<file path="config.mk">
export PLATFORM = sky130hd
export DESIGN_NAME = mnc_ctrl
export DESIGN_NICKNAME = d
export VERILOG_FILES = /design/src/rtl/mnc_pkg.sv /design/src/rtl/mnc_ctrl.sv
export SDC_FILE = /design/constraint.sdc
export NUM_CORES = 1
export LEC_CHECK = 0
export ABC_AREA = 1
export BUFFER_PORTS_ARGS = -buffer_cell sky130_fd_sc_hd__buf_2
export CORE_UTILIZATION = 40
export CTS_BUF_LIST = sky130_fd_sc_hd__clkbuf_16
export DETAILED_ROUTE_END_ITERATION = 16
export GPL_TIMING_DRIVEN = 0
export RECOVER_POWER = 100
export SLEW_MARGIN = 0
export SYNTH_ARGS = -nofsm -noshare
export SYNTH_HDL_FRONTEND = slang
export SYNTH_SLANG_ARGS = --single-unit
</file>
<file path="constraint.sdc">
create_clock -name sys_clk -period 1.49 [get_ports sys_clk]
set_input_delay 0.3725 -clock sys_clk [delete_from_list [all_inputs] [get_ports sys_clk]]
set_output_delay 0.3725 -clock sys_clk [all_outputs]
set_load 0.02 [all_outputs]
</file>
<file path="src/rtl/mnc_pkg.sv">
package mnc_pkg;
    // ======================================================
    // register map
    localparam logic [7:0] MNC_OFF_NET_CTRL   = 8'h00;
    localparam logic [7:0] MNC_OFF_NET_STATUS = 8'h01;
    localparam logic [7:0] MNC_OFF_TX_CTRL    = 8'h02;
    // ======================================================
    // network control fields
    localparam int MNC_NC_SOFT_RESET  = 0;
    localparam int MNC_NC_LOOP_LO     = 1;
    localparam int MNC_NC_DUPLEX      = 3;
    localparam int MNC_NC_WAKE_NOTIFY = 4;
    localparam int MNC_NC_WAKE_EN     = 6;
    // ======================================================
    // network status fields
    localparam int MNC_NS_RX_READY   = 0;
    localparam int MNC_NS_RX_OVF     = 1;
    localparam int MNC_NS_TX_DONE_A  = 2;
    localparam int MNC_NS_TX_DONE_B  = 3;
    localparam int MNC_NS_WAKE_EVENT = 5;
    localparam int MNC_NS_LINK_UP    = 6;
    localparam int MNC_NS_SPEED_10   = 7;
    // ======================================================
    // transmit control fields
    localparam int MNC_TC_TX_REQ     = 0;
    localparam int MNC_TC_FCS_DIS_A  = 1;
    localparam int MNC_TC_PAD_DIS_A  = 2;
    localparam int MNC_TC_FCS_DIS_B  = 3;
    localparam int MNC_TC_PAD_DIS_B  = 4;
    localparam int MNC_TC_JABBER_DIS = 6;
    // ======================================================
    // reset values and encodings
    localparam logic [1:0] MNC_LOOP_NORMAL   = 2'h0;
    localparam logic [1:0] MNC_LOOP_MAC      = 2'h1;
    localparam logic       MNC_TX_DONE_RST   = 1'h1;
    // ======================================================
    // timing and frame figures
    localparam int MNC_CLK_MHZ         = 25;
    localparam int MNC_SOFT_RESET_US   = 10;
    localparam int MNC_SOFT_RESET_CYC  = MNC_SOFT_RESET_US * MNC_CLK_MHZ;
    localparam int MNC_JABBER_BYTES    = 2048;
    localparam int MNC_MIN_FRAME_BYTES = 64;
    localparam int MNC_FCS_BYTES       = 4;
endpackage

</file>
<file path="src/rtl/mnc_ctrl.sv">
`timescale 1ns/1ns
// Function
// - soft reset bit self-clears after 10us
// - wake enable; clearing wipes wake events
// - loopback field: 00 normal, 01 MAC
// - duplex indicator reports PHY duplex
// - speed bit: one means 10 Mbit/s
// - link bit reports PHY link state
// - wake flag sets on event, read/W1 clears
// - index B done clears at start, sets end
// - index A done clears at start, sets end
// - overflow flag reports receive memory overflow
// - ready flag reports packet held in memory
// - jabber timer 2048 bytes, disable bit
// - per-index pad disable bits
// - per-index FCS disable bits
// - transmit request self-clears after send
// - soft reset restores software-reset defaults only
module mnc_ctrl (
    // clock and reset
    input  wire logic       sys_clk,
    input  wire logic       rst,
    // register port
    input  wire logic [7:0] reg_addr,
    input  wire logic [7:0] reg_wdata,
    input  wire logic       reg_wr,
    input  wire logic       reg_rd,
    output logic      [7:0] reg_rdata,
    // phy and receive memory state, from pins
    input  wire logic       phy_link_up,
    input  wire logic       phy_speed_10,
    input  wire logic       phy_full_duplex,
    input  wire logic       rx_mem_overflow,
    input  wire logic       rx_mem_ready,
    input  wire logic       wake_event,
    // transmit engine handshake, same clock
    input  wire logic       tx_byte_strobe,
    input  wire logic       tx_frame_end,
    input  wire logic       tx_use_second_index,
    // controls to the mac
    output logic            soft_reset_active,
    output logic      [1:0] loopback_select,
    output logic            wake_frame_notify_toggle,
    output logic            wake_function_enable,
    output logic            tx_start,
    output logic            tx_active_index_b,
    output logic            tx_pad_enable,
    output logic            tx_fcs_enable,
    output logic            tx_jabber_abort
);
    import mnc_pkg::*;

    // ======================================================
    // input synchronisers: three stages, change counts when stages two and three agree
    logic [5:0] sync1_ff, sync2_ff, sync3_ff, filt_ff;
    logic [5:0] nxt_filt;
    assign nxt_filt = (sync2_ff == sync3_ff) ? sync3_ff : filt_ff;
    always_ff @(posedge sys_clk) begin
        if (rst) begin
            sync1_ff <= 6'h00;
            sync2_ff <= 6'h00;
            sync3_ff <= 6'h00;
            filt_ff  <= 6'h00;
        end else begin
            sync1_ff <= {wake_event, rx_mem_ready, rx_mem_overflow, phy_full_duplex, phy_speed_10, phy_link_up};
            sync2_ff <= sync1_ff;
            sync3_ff <= sync2_ff;
            filt_ff  <= nxt_filt;
        end
    end
    wire link_s   = filt_ff[0];
    wire speed_s  = filt_ff[1];
    wire duplex_s = filt_ff[2];
    wire ovf_s    = filt_ff[3];
    wire ready_s  = filt_ff[4];
    wire wake_s   = filt_ff[5];
    logic wake_prev_ff;

    // ======================================================
    // decode
    wire wr_nc = reg_wr && (reg_addr == MNC_OFF_NET_CTRL);
    wire wr_ns = reg_wr && (reg_addr == MNC_OFF_NET_STATUS);
    wire wr_tc = reg_wr && (reg_addr == MNC_OFF_TX_CTRL);
    wire rd_ns = reg_rd && (reg_addr == MNC_OFF_NET_STATUS);

    // ======================================================
    // soft reset timer
    localparam int CNT_W = $clog2(MNC_SOFT_RESET_CYC + 1);
    logic [CNT_W-1:0] srst_cnt_ff;
    logic             srst_ff;
    wire srst_req  = wr_nc && reg_wdata[MNC_NC_SOFT_RESET];
    wire srst_done = srst_ff && (srst_cnt_ff == CNT_W'(MNC_SOFT_RESET_CYC - 1));
    always_ff @(posedge sys_clk) begin
        if (rst) begin
            srst_ff     <= 1'b0;
            srst_cnt_ff <= '0;
        end else if (srst_req && !srst_ff) begin
            srst_ff     <= 1'b1;
            srst_cnt_ff <= '0;
        end else if (srst_done) begin
            srst_ff     <= 1'b0;
        end else if (srst_ff) begin
            srst_cnt_ff <= srst_cnt_ff + 1'b1;
        end
    end

    // ======================================================
    // network control: enable is power-on only, others also cleared by soft reset
    logic       wake_en_ff, notify_ff;
    logic [1:0] loop_ff;
    always_ff @(posedge sys_clk) begin
        if (rst) begin
            wake_en_ff <= 1'b0;
            notify_ff  <= 1'b0;
            loop_ff    <= MNC_LOOP_NORMAL;
        end else begin
            if (wr_nc)
                wake_en_ff <= reg_wdata[MNC_NC_WAKE_EN];
            if (srst_ff) begin
                notify_ff <= 1'b0;
                loop_ff   <= MNC_LOOP_NORMAL;
            end else if (wr_nc) begin
                notify_ff <= reg_wdata[MNC_NC_WAKE_NOTIFY];
                loop_ff   <= reg_wdata[MNC_NC_LOOP_LO +: 2];
            end
        end
    end

    // ======================================================
    // wake event flag: set wins over clear, survives soft reset
    logic wake_flag_ff;
    wire  wake_set = wake_en_ff && wake_s && !wake_prev_ff;
    wire  wake_clr = rd_ns || (wr_ns && reg_wdata[MNC_NS_WAKE_EVENT]) || (wr_nc && !reg_wdata[MNC_NC_WAKE_EN]);
    always_ff @(posedge sys_clk) begin
        if (rst) begin
            wake_flag_ff <= 1'b0;
            wake_prev_ff <= 1'b0;
        end else begin
            wake_prev_ff <= wake_s;
            if (wake_set)
                wake_flag_ff <= 1'b1;
            else if (wake_clr)
                wake_flag_ff <= 1'b0;
        end
    end

    // ======================================================
    // transmit control and request
    logic pad_dis_a_ff, pad_dis_b_ff, fcs_dis_a_ff, fcs_dis_b_ff, jab_dis_ff;
    logic tx_req_ff, tx_idx_b_ff, start_ff;
    wire  tx_go = wr_tc && reg_wdata[MNC_TC_TX_REQ] && !tx_req_ff && !srst_ff;
    logic [11:0] byte_cnt_ff;
    wire  jab_hit = !jab_dis_ff && tx_req_ff && tx_byte_strobe &&
                    (byte_cnt_ff == 12'(MNC_JABBER_BYTES - 1));
    wire  tx_end  = tx_req_ff && (tx_frame_end || jab_hit);
    always_ff @(posedge sys_clk) begin
        if (rst || srst_ff) begin
            pad_dis_a_ff <= 1'b0;
            pad_dis_b_ff <= 1'b0;
            fcs_dis_a_ff <= 1'b0;
            fcs_dis_b_ff <= 1'b0;
            jab_dis_ff   <= 1'b0;
            tx_req_ff    <= 1'b0;
            tx_idx_b_ff  <= 1'b0;
            start_ff     <= 1'b0;
            byte_cnt_ff  <= 12'h000;
        end else begin
            start_ff <= tx_go;
            if (wr_tc) begin
                pad_dis_a_ff <= reg_wdata[MNC_TC_PAD_DIS_A];
                pad_dis_b_ff <= reg_wdata[MNC_TC_PAD_DIS_B];
                fcs_dis_a_ff <= reg_wdata[MNC_TC_FCS_DIS_A];
                fcs_dis_b_ff <= reg_wdata[MNC_TC_FCS_DIS_B];
                jab_dis_ff   <= reg_wdata[MNC_TC_JABBER_DIS];
            end
            if (tx_go) begin
                tx_req_ff   <= 1'b1;
                tx_idx_b_ff <= tx_use_second_index;
                byte_cnt_ff <= 12'h000;
            end else if (tx_end) begin
                tx_req_ff   <= 1'b0;
            end else if (tx_req_ff && tx_byte_strobe) begin
                byte_cnt_ff <= byte_cnt_ff + 12'h001;
            end
        end
    end

    // ======================================================
    // completion flags: reset to one; end-of-send set beats write-one clear
    logic done_a_ff, done_b_ff;
    wire  clr_a = wr_ns && reg_wdata[MNC_NS_TX_DONE_A];
    wire  clr_b = wr_ns && reg_wdata[MNC_NS_TX_DONE_B];
    always_ff @(posedge sys_clk) begin
        if (rst || srst_ff) begin
            done_a_ff <= MNC_TX_DONE_RST;
            done_b_ff <= MNC_TX_DONE_RST;
        end else begin
            if (tx_end && !tx_idx_b_ff)
                done_a_ff <= 1'b1;
            else if ((tx_go && !tx_use_second_index) || clr_a)
                done_a_ff <= 1'b0;
            if (tx_end && tx_idx_b_ff)
                done_b_ff <= 1'b1;
            else if ((tx_go && tx_use_second_index) || clr_b)
                done_b_ff <= 1'b0;
        end
    end

    // ======================================================
    // read mux; reserved bits read as zero
    wire [7:0] nc_val = {1'b0, wake_en_ff, 1'b0, notify_ff, duplex_s, loop_ff, srst_ff};
    wire [7:0] ns_val = {speed_s, link_s, wake_flag_ff, 1'b0, done_b_ff, done_a_ff,
                         ovf_s, ready_s};
    wire [7:0] tc_val = {1'b0, jab_dis_ff, 1'b0, pad_dis_b_ff, fcs_dis_b_ff,
                         pad_dis_a_ff, fcs_dis_a_ff, tx_req_ff};
    wire [7:0] rd_mux = (reg_addr == MNC_OFF_NET_CTRL)   ? nc_val :
                        (reg_addr == MNC_OFF_NET_STATUS) ? ns_val :
                        (reg_addr == MNC_OFF_TX_CTRL)    ? tc_val : 8'h00;

    // ======================================================
    // registered outputs
    wire sel_b = tx_go ? tx_use_second_index : tx_idx_b_ff;
    always_ff @(posedge sys_clk) begin
        if (rst) begin
            reg_rdata                <= 8'h00;
            soft_reset_active        <= 1'b0;
            loopback_select          <= MNC_LOOP_NORMAL;
            wake_frame_notify_toggle <= 1'b0;
            wake_function_enable     <= 1'b0;
            tx_start                 <= 1'b0;
            tx_active_index_b        <= 1'b0;
            tx_pad_enable            <= 1'b1;
            tx_fcs_enable            <= 1'b1;
            tx_jabber_abort          <= 1'b0;
        end else begin
            reg_rdata                <= reg_rd ? rd_mux : 8'h00;
            soft_reset_active        <= srst_ff;
            loopback_select          <= loop_ff;
            wake_frame_notify_toggle <= notify_ff;
            wake_function_enable     <= wake_en_ff;
            tx_start                 <= tx_go;
            tx_active_index_b        <= sel_b;
            // the engine pads to the 64-byte minimum and adds a 4-byte check sequence
            tx_pad_enable            <= sel_b ? !pad_dis_b_ff : !pad_dis_a_ff;
            tx_fcs_enable            <= sel_b ? !fcs_dis_b_ff : !fcs_dis_a_ff;
            tx_jabber_abort          <= jab_hit;
        end
    end

    // ======================================================
    // checks
    chk_srst_len: assert property (@(posedge sys_clk) disable iff (rst)
        $rose(srst_ff) |-> srst_ff [*8]) else $error("soft reset ended early");
    chk_srst_total: assert property (@(posedge sys_clk) disable iff (rst)
        $fell(srst_ff) |-> $past(srst_cnt_ff) == CNT_W'(MNC_SOFT_RESET_CYC - 1)) else $error("soft reset length");
    chk_wake_clear: assert property (@(posedge sys_clk) disable iff (rst)
        (wr_nc && !reg_wdata[MNC_NC_WAKE_EN] && !wake_set) |=> !wake_flag_ff) else $error("wake flag kept");
    chk_wake_en_keep: assert property (@(posedge sys_clk) disable iff (rst)
        (srst_ff && !wr_nc) |=> $stable(wake_en_ff)) else $error("wake enable lost in soft reset");
    chk_wake_read: assert property (@(posedge sys_clk) disable iff (rst)
        (rd_ns && !wake_set) |=> !wake_flag_ff) else $error("wake flag not cleared by read");
    chk_flag_keep: assert property (@(posedge sys_clk) disable iff (rst)
        (srst_ff && wake_flag_ff && !wake_clr) |=> wake_flag_ff) else $error("wake flag lost in soft reset");
    chk_done_a: assert property (@(posedge sys_clk) disable iff (rst || srst_ff)
        (tx_go && !tx_use_second_index) |=> !done_a_ff until tx_end) else $error("done A set early");
    chk_done_a_set: assert property (@(posedge sys_clk) disable iff (rst)
        (tx_end && !tx_idx_b_ff) |=> done_a_ff) else $error("done A not set");
    chk_done_b: assert property (@(posedge sys_clk) disable iff (rst || srst_ff)
        (tx_end && tx_idx_b_ff) |=> done_b_ff) else $error("done B not set");
    chk_done_b_clr: assert property (@(posedge sys_clk) disable iff (rst)
        (tx_go && tx_use_second_index) |=> !done_b_ff) else $error("done B not cleared at start");
    chk_transmit_request_end: assert property (@(posedge sys_clk) disable iff (rst || srst_ff)
        tx_end |=> !tx_req_ff) else $error("request not cleared");
    chk_transmit_request_set: assert property (@(posedge sys_clk) disable iff (rst)
        tx_go |=> tx_req_ff && tx_start) else $error("request not started");
    chk_tx_refused: assert property (@(posedge sys_clk) disable iff (rst)
        (wr_tc && reg_wdata[MNC_TC_TX_REQ] && tx_req_ff) |=> !tx_start) else $error("busy request restarted");
    chk_jabber_cut: assert property (@(posedge sys_clk) disable iff (rst)
        jab_hit |=> tx_jabber_abort && !tx_req_ff) else $error("jabber not enforced");
    chk_loop_srst: assert property (@(posedge sys_clk) disable iff (rst)
        srst_ff |=> loop_ff == MNC_LOOP_NORMAL && done_a_ff) else $error("soft reset default lost");
    chk_loop_write: assert property (@(posedge sys_clk) disable iff (rst)
        (wr_nc && !srst_ff) |=> loop_ff == $past(reg_wdata[MNC_NC_LOOP_LO +: 2])) else $error("loopback not stored");
    chk_pad_sel: assert property (@(posedge sys_clk) disable iff (rst)
        (!tx_go && !tx_idx_b_ff) |=> tx_pad_enable == !$past(pad_dis_a_ff)) else $error("pad select wrong");
    chk_fcs_sel: assert property (@(posedge sys_clk) disable iff (rst)
        (!tx_go && tx_idx_b_ff) |=> tx_fcs_enable == !$past(fcs_dis_b_ff)) else $error("fcs select wrong");

    // ======================================================
    // checks: read data against the synchronised pin state
    chk_link_read: assert property (@(posedge sys_clk) disable iff (rst)
        rd_ns |=> reg_rdata[MNC_NS_LINK_UP] == $past(link_s)) else $error("link bit wrong");
    chk_speed_read: assert property (@(posedge sys_clk) disable iff (rst)
        rd_ns |=> reg_rdata[MNC_NS_SPEED_10] == $past(speed_s)) else $error("speed bit wrong");
    chk_ovf_read: assert property (@(posedge sys_clk) disable iff (rst)
        rd_ns |=> reg_rdata[MNC_NS_RX_OVF] == $past(ovf_s)) else $error("overflow bit wrong");
    chk_ready_read: assert property (@(posedge sys_clk) disable iff (rst)
        rd_ns |=> reg_rdata[MNC_NS_RX_READY] == $past(ready_s)) else $error("ready bit wrong");
    chk_duplex_read: assert property (@(posedge sys_clk) disable iff (rst)
        (reg_rd && reg_addr == MNC_OFF_NET_CTRL) |=> reg_rdata[MNC_NC_DUPLEX] == $past(duplex_s))
        else $error("duplex bit wrong");
endmodule // mnc_ctrl

</file>
==> qor.yml <==
antenna_cells: 0
powerDensity_mw_per_mm2: 1090
area_growth_pct: 24.4
ys_types: 31
crit_required_ns: 1.75
relSlewSlack_pct: 60.5
cts_buffer_depth: 2
syn_inst: 439
track_usage_pct: 17.0
die_w_um: 93.3
reg2reg_to: "byte_cnt_ff[4]"
cp_num_buf_inv: 3
multi_input_area_mm2: 0.00157
portBuffers: 44
layout-drive-gt1-share_pct: 22.1
reg2reg_from: "byte_cnt_ff[1]"
fmax_mhz: 715
ios: 47
postPlaceCellArea_mm2: 0.00368
min_period_ns: 1.40
synth_common_cells: "103 x nand2_1, 78 x dfxtp_1, 56 x inv_1, 55 x nor2_1, 33 x a21oi_1"
synthArstFlopShare_pct: 0
antenna_left: 0
swShare_pct: 25.2
status: "finished clean"
power_mw: 4.52
yosysMostFrequentCell: "nand2_1"
worstSetupStartpointType: "primary input"
internal_power_mw: 3.38
leakage_nw: 1.72
yosysTopAreaCell: "dfxtp_1"
core.rowCount: 32
min_path_type: "in2reg"
cts-root-buf: "clkbuf_16"
cp.depth: 9
first_pass_iters: 4
synth_warnings: 0
grt_overflow_total: 0
skew_ns: 0.00572
holdPathStages: 3
cp_top_family: "simple AND/OR/NAND/NOR gates"
power.switching_mw: 1.14
utilization_pct: 52.6
die_h_um: 93.3
clk_pin_slew_ns: 0.07
grt_pass1_wl_um: 11600
core_mm2: 0.00789
cpPeakStageDelay_ns: 0.25
critPathSlowestCell: "nor2_4"
seq_area_frac_synth_pct: 46.8
clk_latency_ns: 0.33
synth.area.top_cells: "dfxtp_1 47%, nand2_1 12%, inv_1 6.3%, nor2_1 6.2%, a21oi_1 5.0%"
end_kind: "flop"
p_seq_share_pct: 47.0
crit_start: "reg_addr[0]"
place_hpwl_um: 4900
cts_tree: "built"
synthesis.nets: 471
num_vias: 2924
cap_violations: 0
r2r_slack_ns: 0.09
hold_viol: 0
numCtsBuffers: 9
antenna_found_initial: 0
fillerInstances: 785
grt_pass1_vias: 2661
setup.worst_path.end: "tx_fcs_enable"
use_met2_pct: 28.7
syn_area_mm2: 0.00333
arrival_ns: 1.66
synth_edf_count: 0
cts.sink_count: 78
holdBufCountCts: 0
routed_wl_um: 7110
synth_flop_cell: "dfxtp_1"
drt_iter0_markers: 99
yosysTopAreaCellShare_pct: 46.8
drc: 0
gr-max-usage-layer: "met2"
cp_max_fo: 8
grt_use_met1_pct: 20.7
ys_seq_elements: 78
cts.htree.levels: 3
design_area_mm2: 0.00415
start_util_pct: 42.3
pwr-share-clk_pct: 48.0
globalplace.congestion: 0.821
grt_max_degree: 18
path_class: "in2reg"
combPwrFrac_pct: 5.0
tightest_slew_ns: 0.591
hold_ws_ns: 0.239
avgSynthCellArea_um2: 7.60
dieArea_mm2: 0.00870
setup_viol: 0
met3_usage_pct: 3.58
routed_via_density: 4.76
cp_cell_sequence: "buf_2, inv_1, nand3_1, nor2_4, buf_4, nand4_1, nand2_1, nand2_1, nand3_1"
ff_latch_area_mm2: 0.00158
fin_crit_sh_pct: 93.9
wl_per_cell_um: 11.6
irDropWorstVdd_mv: 0.618
reg2reg_depth: 9
maxSlewViolCount: 0
num-nets-final: 539
==> cell usage in the layout, fill, tap and decap left out, types with 2 or more instances in the layout <==
cell / Yosys / layout
clkbuf_16: 0 / 9
dfxtp_4: 0 / 3
nor2_1: 55 / 54
nand2_1: 103 / 101
nand2_2: 7 / 8
xor2_1: 11 / 11
a21oi_1: 33 / 33
nor2_4: 3 / 3
o21ai_0: 5 / 5
nor3_4: 1 / 3
buf_2: 0 / 36
xnor2_1: 4 / 4
dfxtp_1: 78 / 73
ha_1: 3 / 2
nand3_2: 1 / 2
inv_8: 0 / 2
nand3_1: 30 / 28
a21oi_2: 11 / 11
inv_1: 56 / 56
buf_4: 2 / 13
nor3_1: 3 / 2
nand4_1: 13 / 13
inv_6: 0 / 4
nor2_2: 2 / 3
nand3_4: 1 / 2
dfxtp_2: 0 / 2
clkbuf_1: 5 / 13
nand2_4: 1 / 3
==> logic make-up after synthesis <==
kind of cell	count (synthesis)	share of synthesized area, %
AOI/OAI and AO/OA	51	9.04
xor gates and xnor gates	15	3.94
adders and majority gates	3	1.13
buffers and inverters	67	8.33
DFF	78	46.8
and+or+nand+nor	225	30.7
==> sequential cells by signal, indices dropped and copies added, names as in the netlist, 2 cells and up <==
name,cells
byte_cnt_ff,12
reg_rdata,8
srst_cnt_ff,8
filt_ff,6
sync1_ff,6
sync2_ff,6
sync3_ff,6
loop_ff,2
loopback_select,2
==> what timing repair did <==
action | 4_1_cts | 5_1_grt
setup endpoints to repair | 17 | 25
gates resized for setup | 5 | 17
pin swaps | 1 | 4
buffers inserted | 1 | 11
cloned | 0 | 1
endpoints found under the hold margin | 0 | 0
==> layout make-up <==
type | count | share of cell area, %
Buffer | 9 | 1.39
Clock buffer | 9 | 5.43
Clock inverter | 7 | 1.78
Inverter | 58 | 5.37
Multi-Input combinational cell | 295 | 37.8
Sequential cell | 78 | 38.0
Tap cell | 102 | 3.08
Timing Repair Buffer | 56 | 7.24
==> power groups by stage <==
stage	clock [mW]	sequential [mW]	combinational, mW
final	2.17	2.13	0.226
after global routing	2.29	2.13	0.257
after CTS	2.20	2.13	0.212
after detailed placement	0	2.18	0.210
after global placement	0	2.18	0.207
after floorplan	0	2.18	0.131
==> metal layers <==
layer | wire, µm | up-vias
li1 | - | 1523
met1 | 3410 | 1338
met2 | 3360 | 53
met3 | 221 | 10
met4 | 117 | 0
met5 | 0 | -
==> worst register-to-register path, stage by stage (launching register included) <==
cell     delay [ns]
dfxtp_4        0.37
ha_4           0.15
nand3_2        0.11
nor2_4         0.17
nand2_4        0.10
nand2_4        0.08
nor2_2         0.05
buf_6          0.14
nand2_1        0.08
a21oi_2        0.05
==> metrics by stage <==
step,setup TNS (ns),setup slack [ns],std cells
floorplan,0,0.0110,439
global placement,-6.80,-0.265,585
detailed placement,-8.04,-0.278,585
CTS,0,0.00231,602
global route,-0.0314,-0.0289,614
finish,0,0.0915,614
==> worst min-delay path by stage <==
| stage | from | end |
|---|---|---|
| floorplan | sync1_ff[0] | sync2_ff[0] |
| global placement | sync1_ff[3] | sync2_ff[3] |
| detailed placement | sync1_ff[2] | sync2_ff[2] |
| CTS | phy_speed_10 | sync1_ff[1] |
| global route | phy_speed_10 | sync1_ff[1] |
| finish | phy_speed_10 | sync1_ff[1] |
Power figures use the tool's default switching activity.
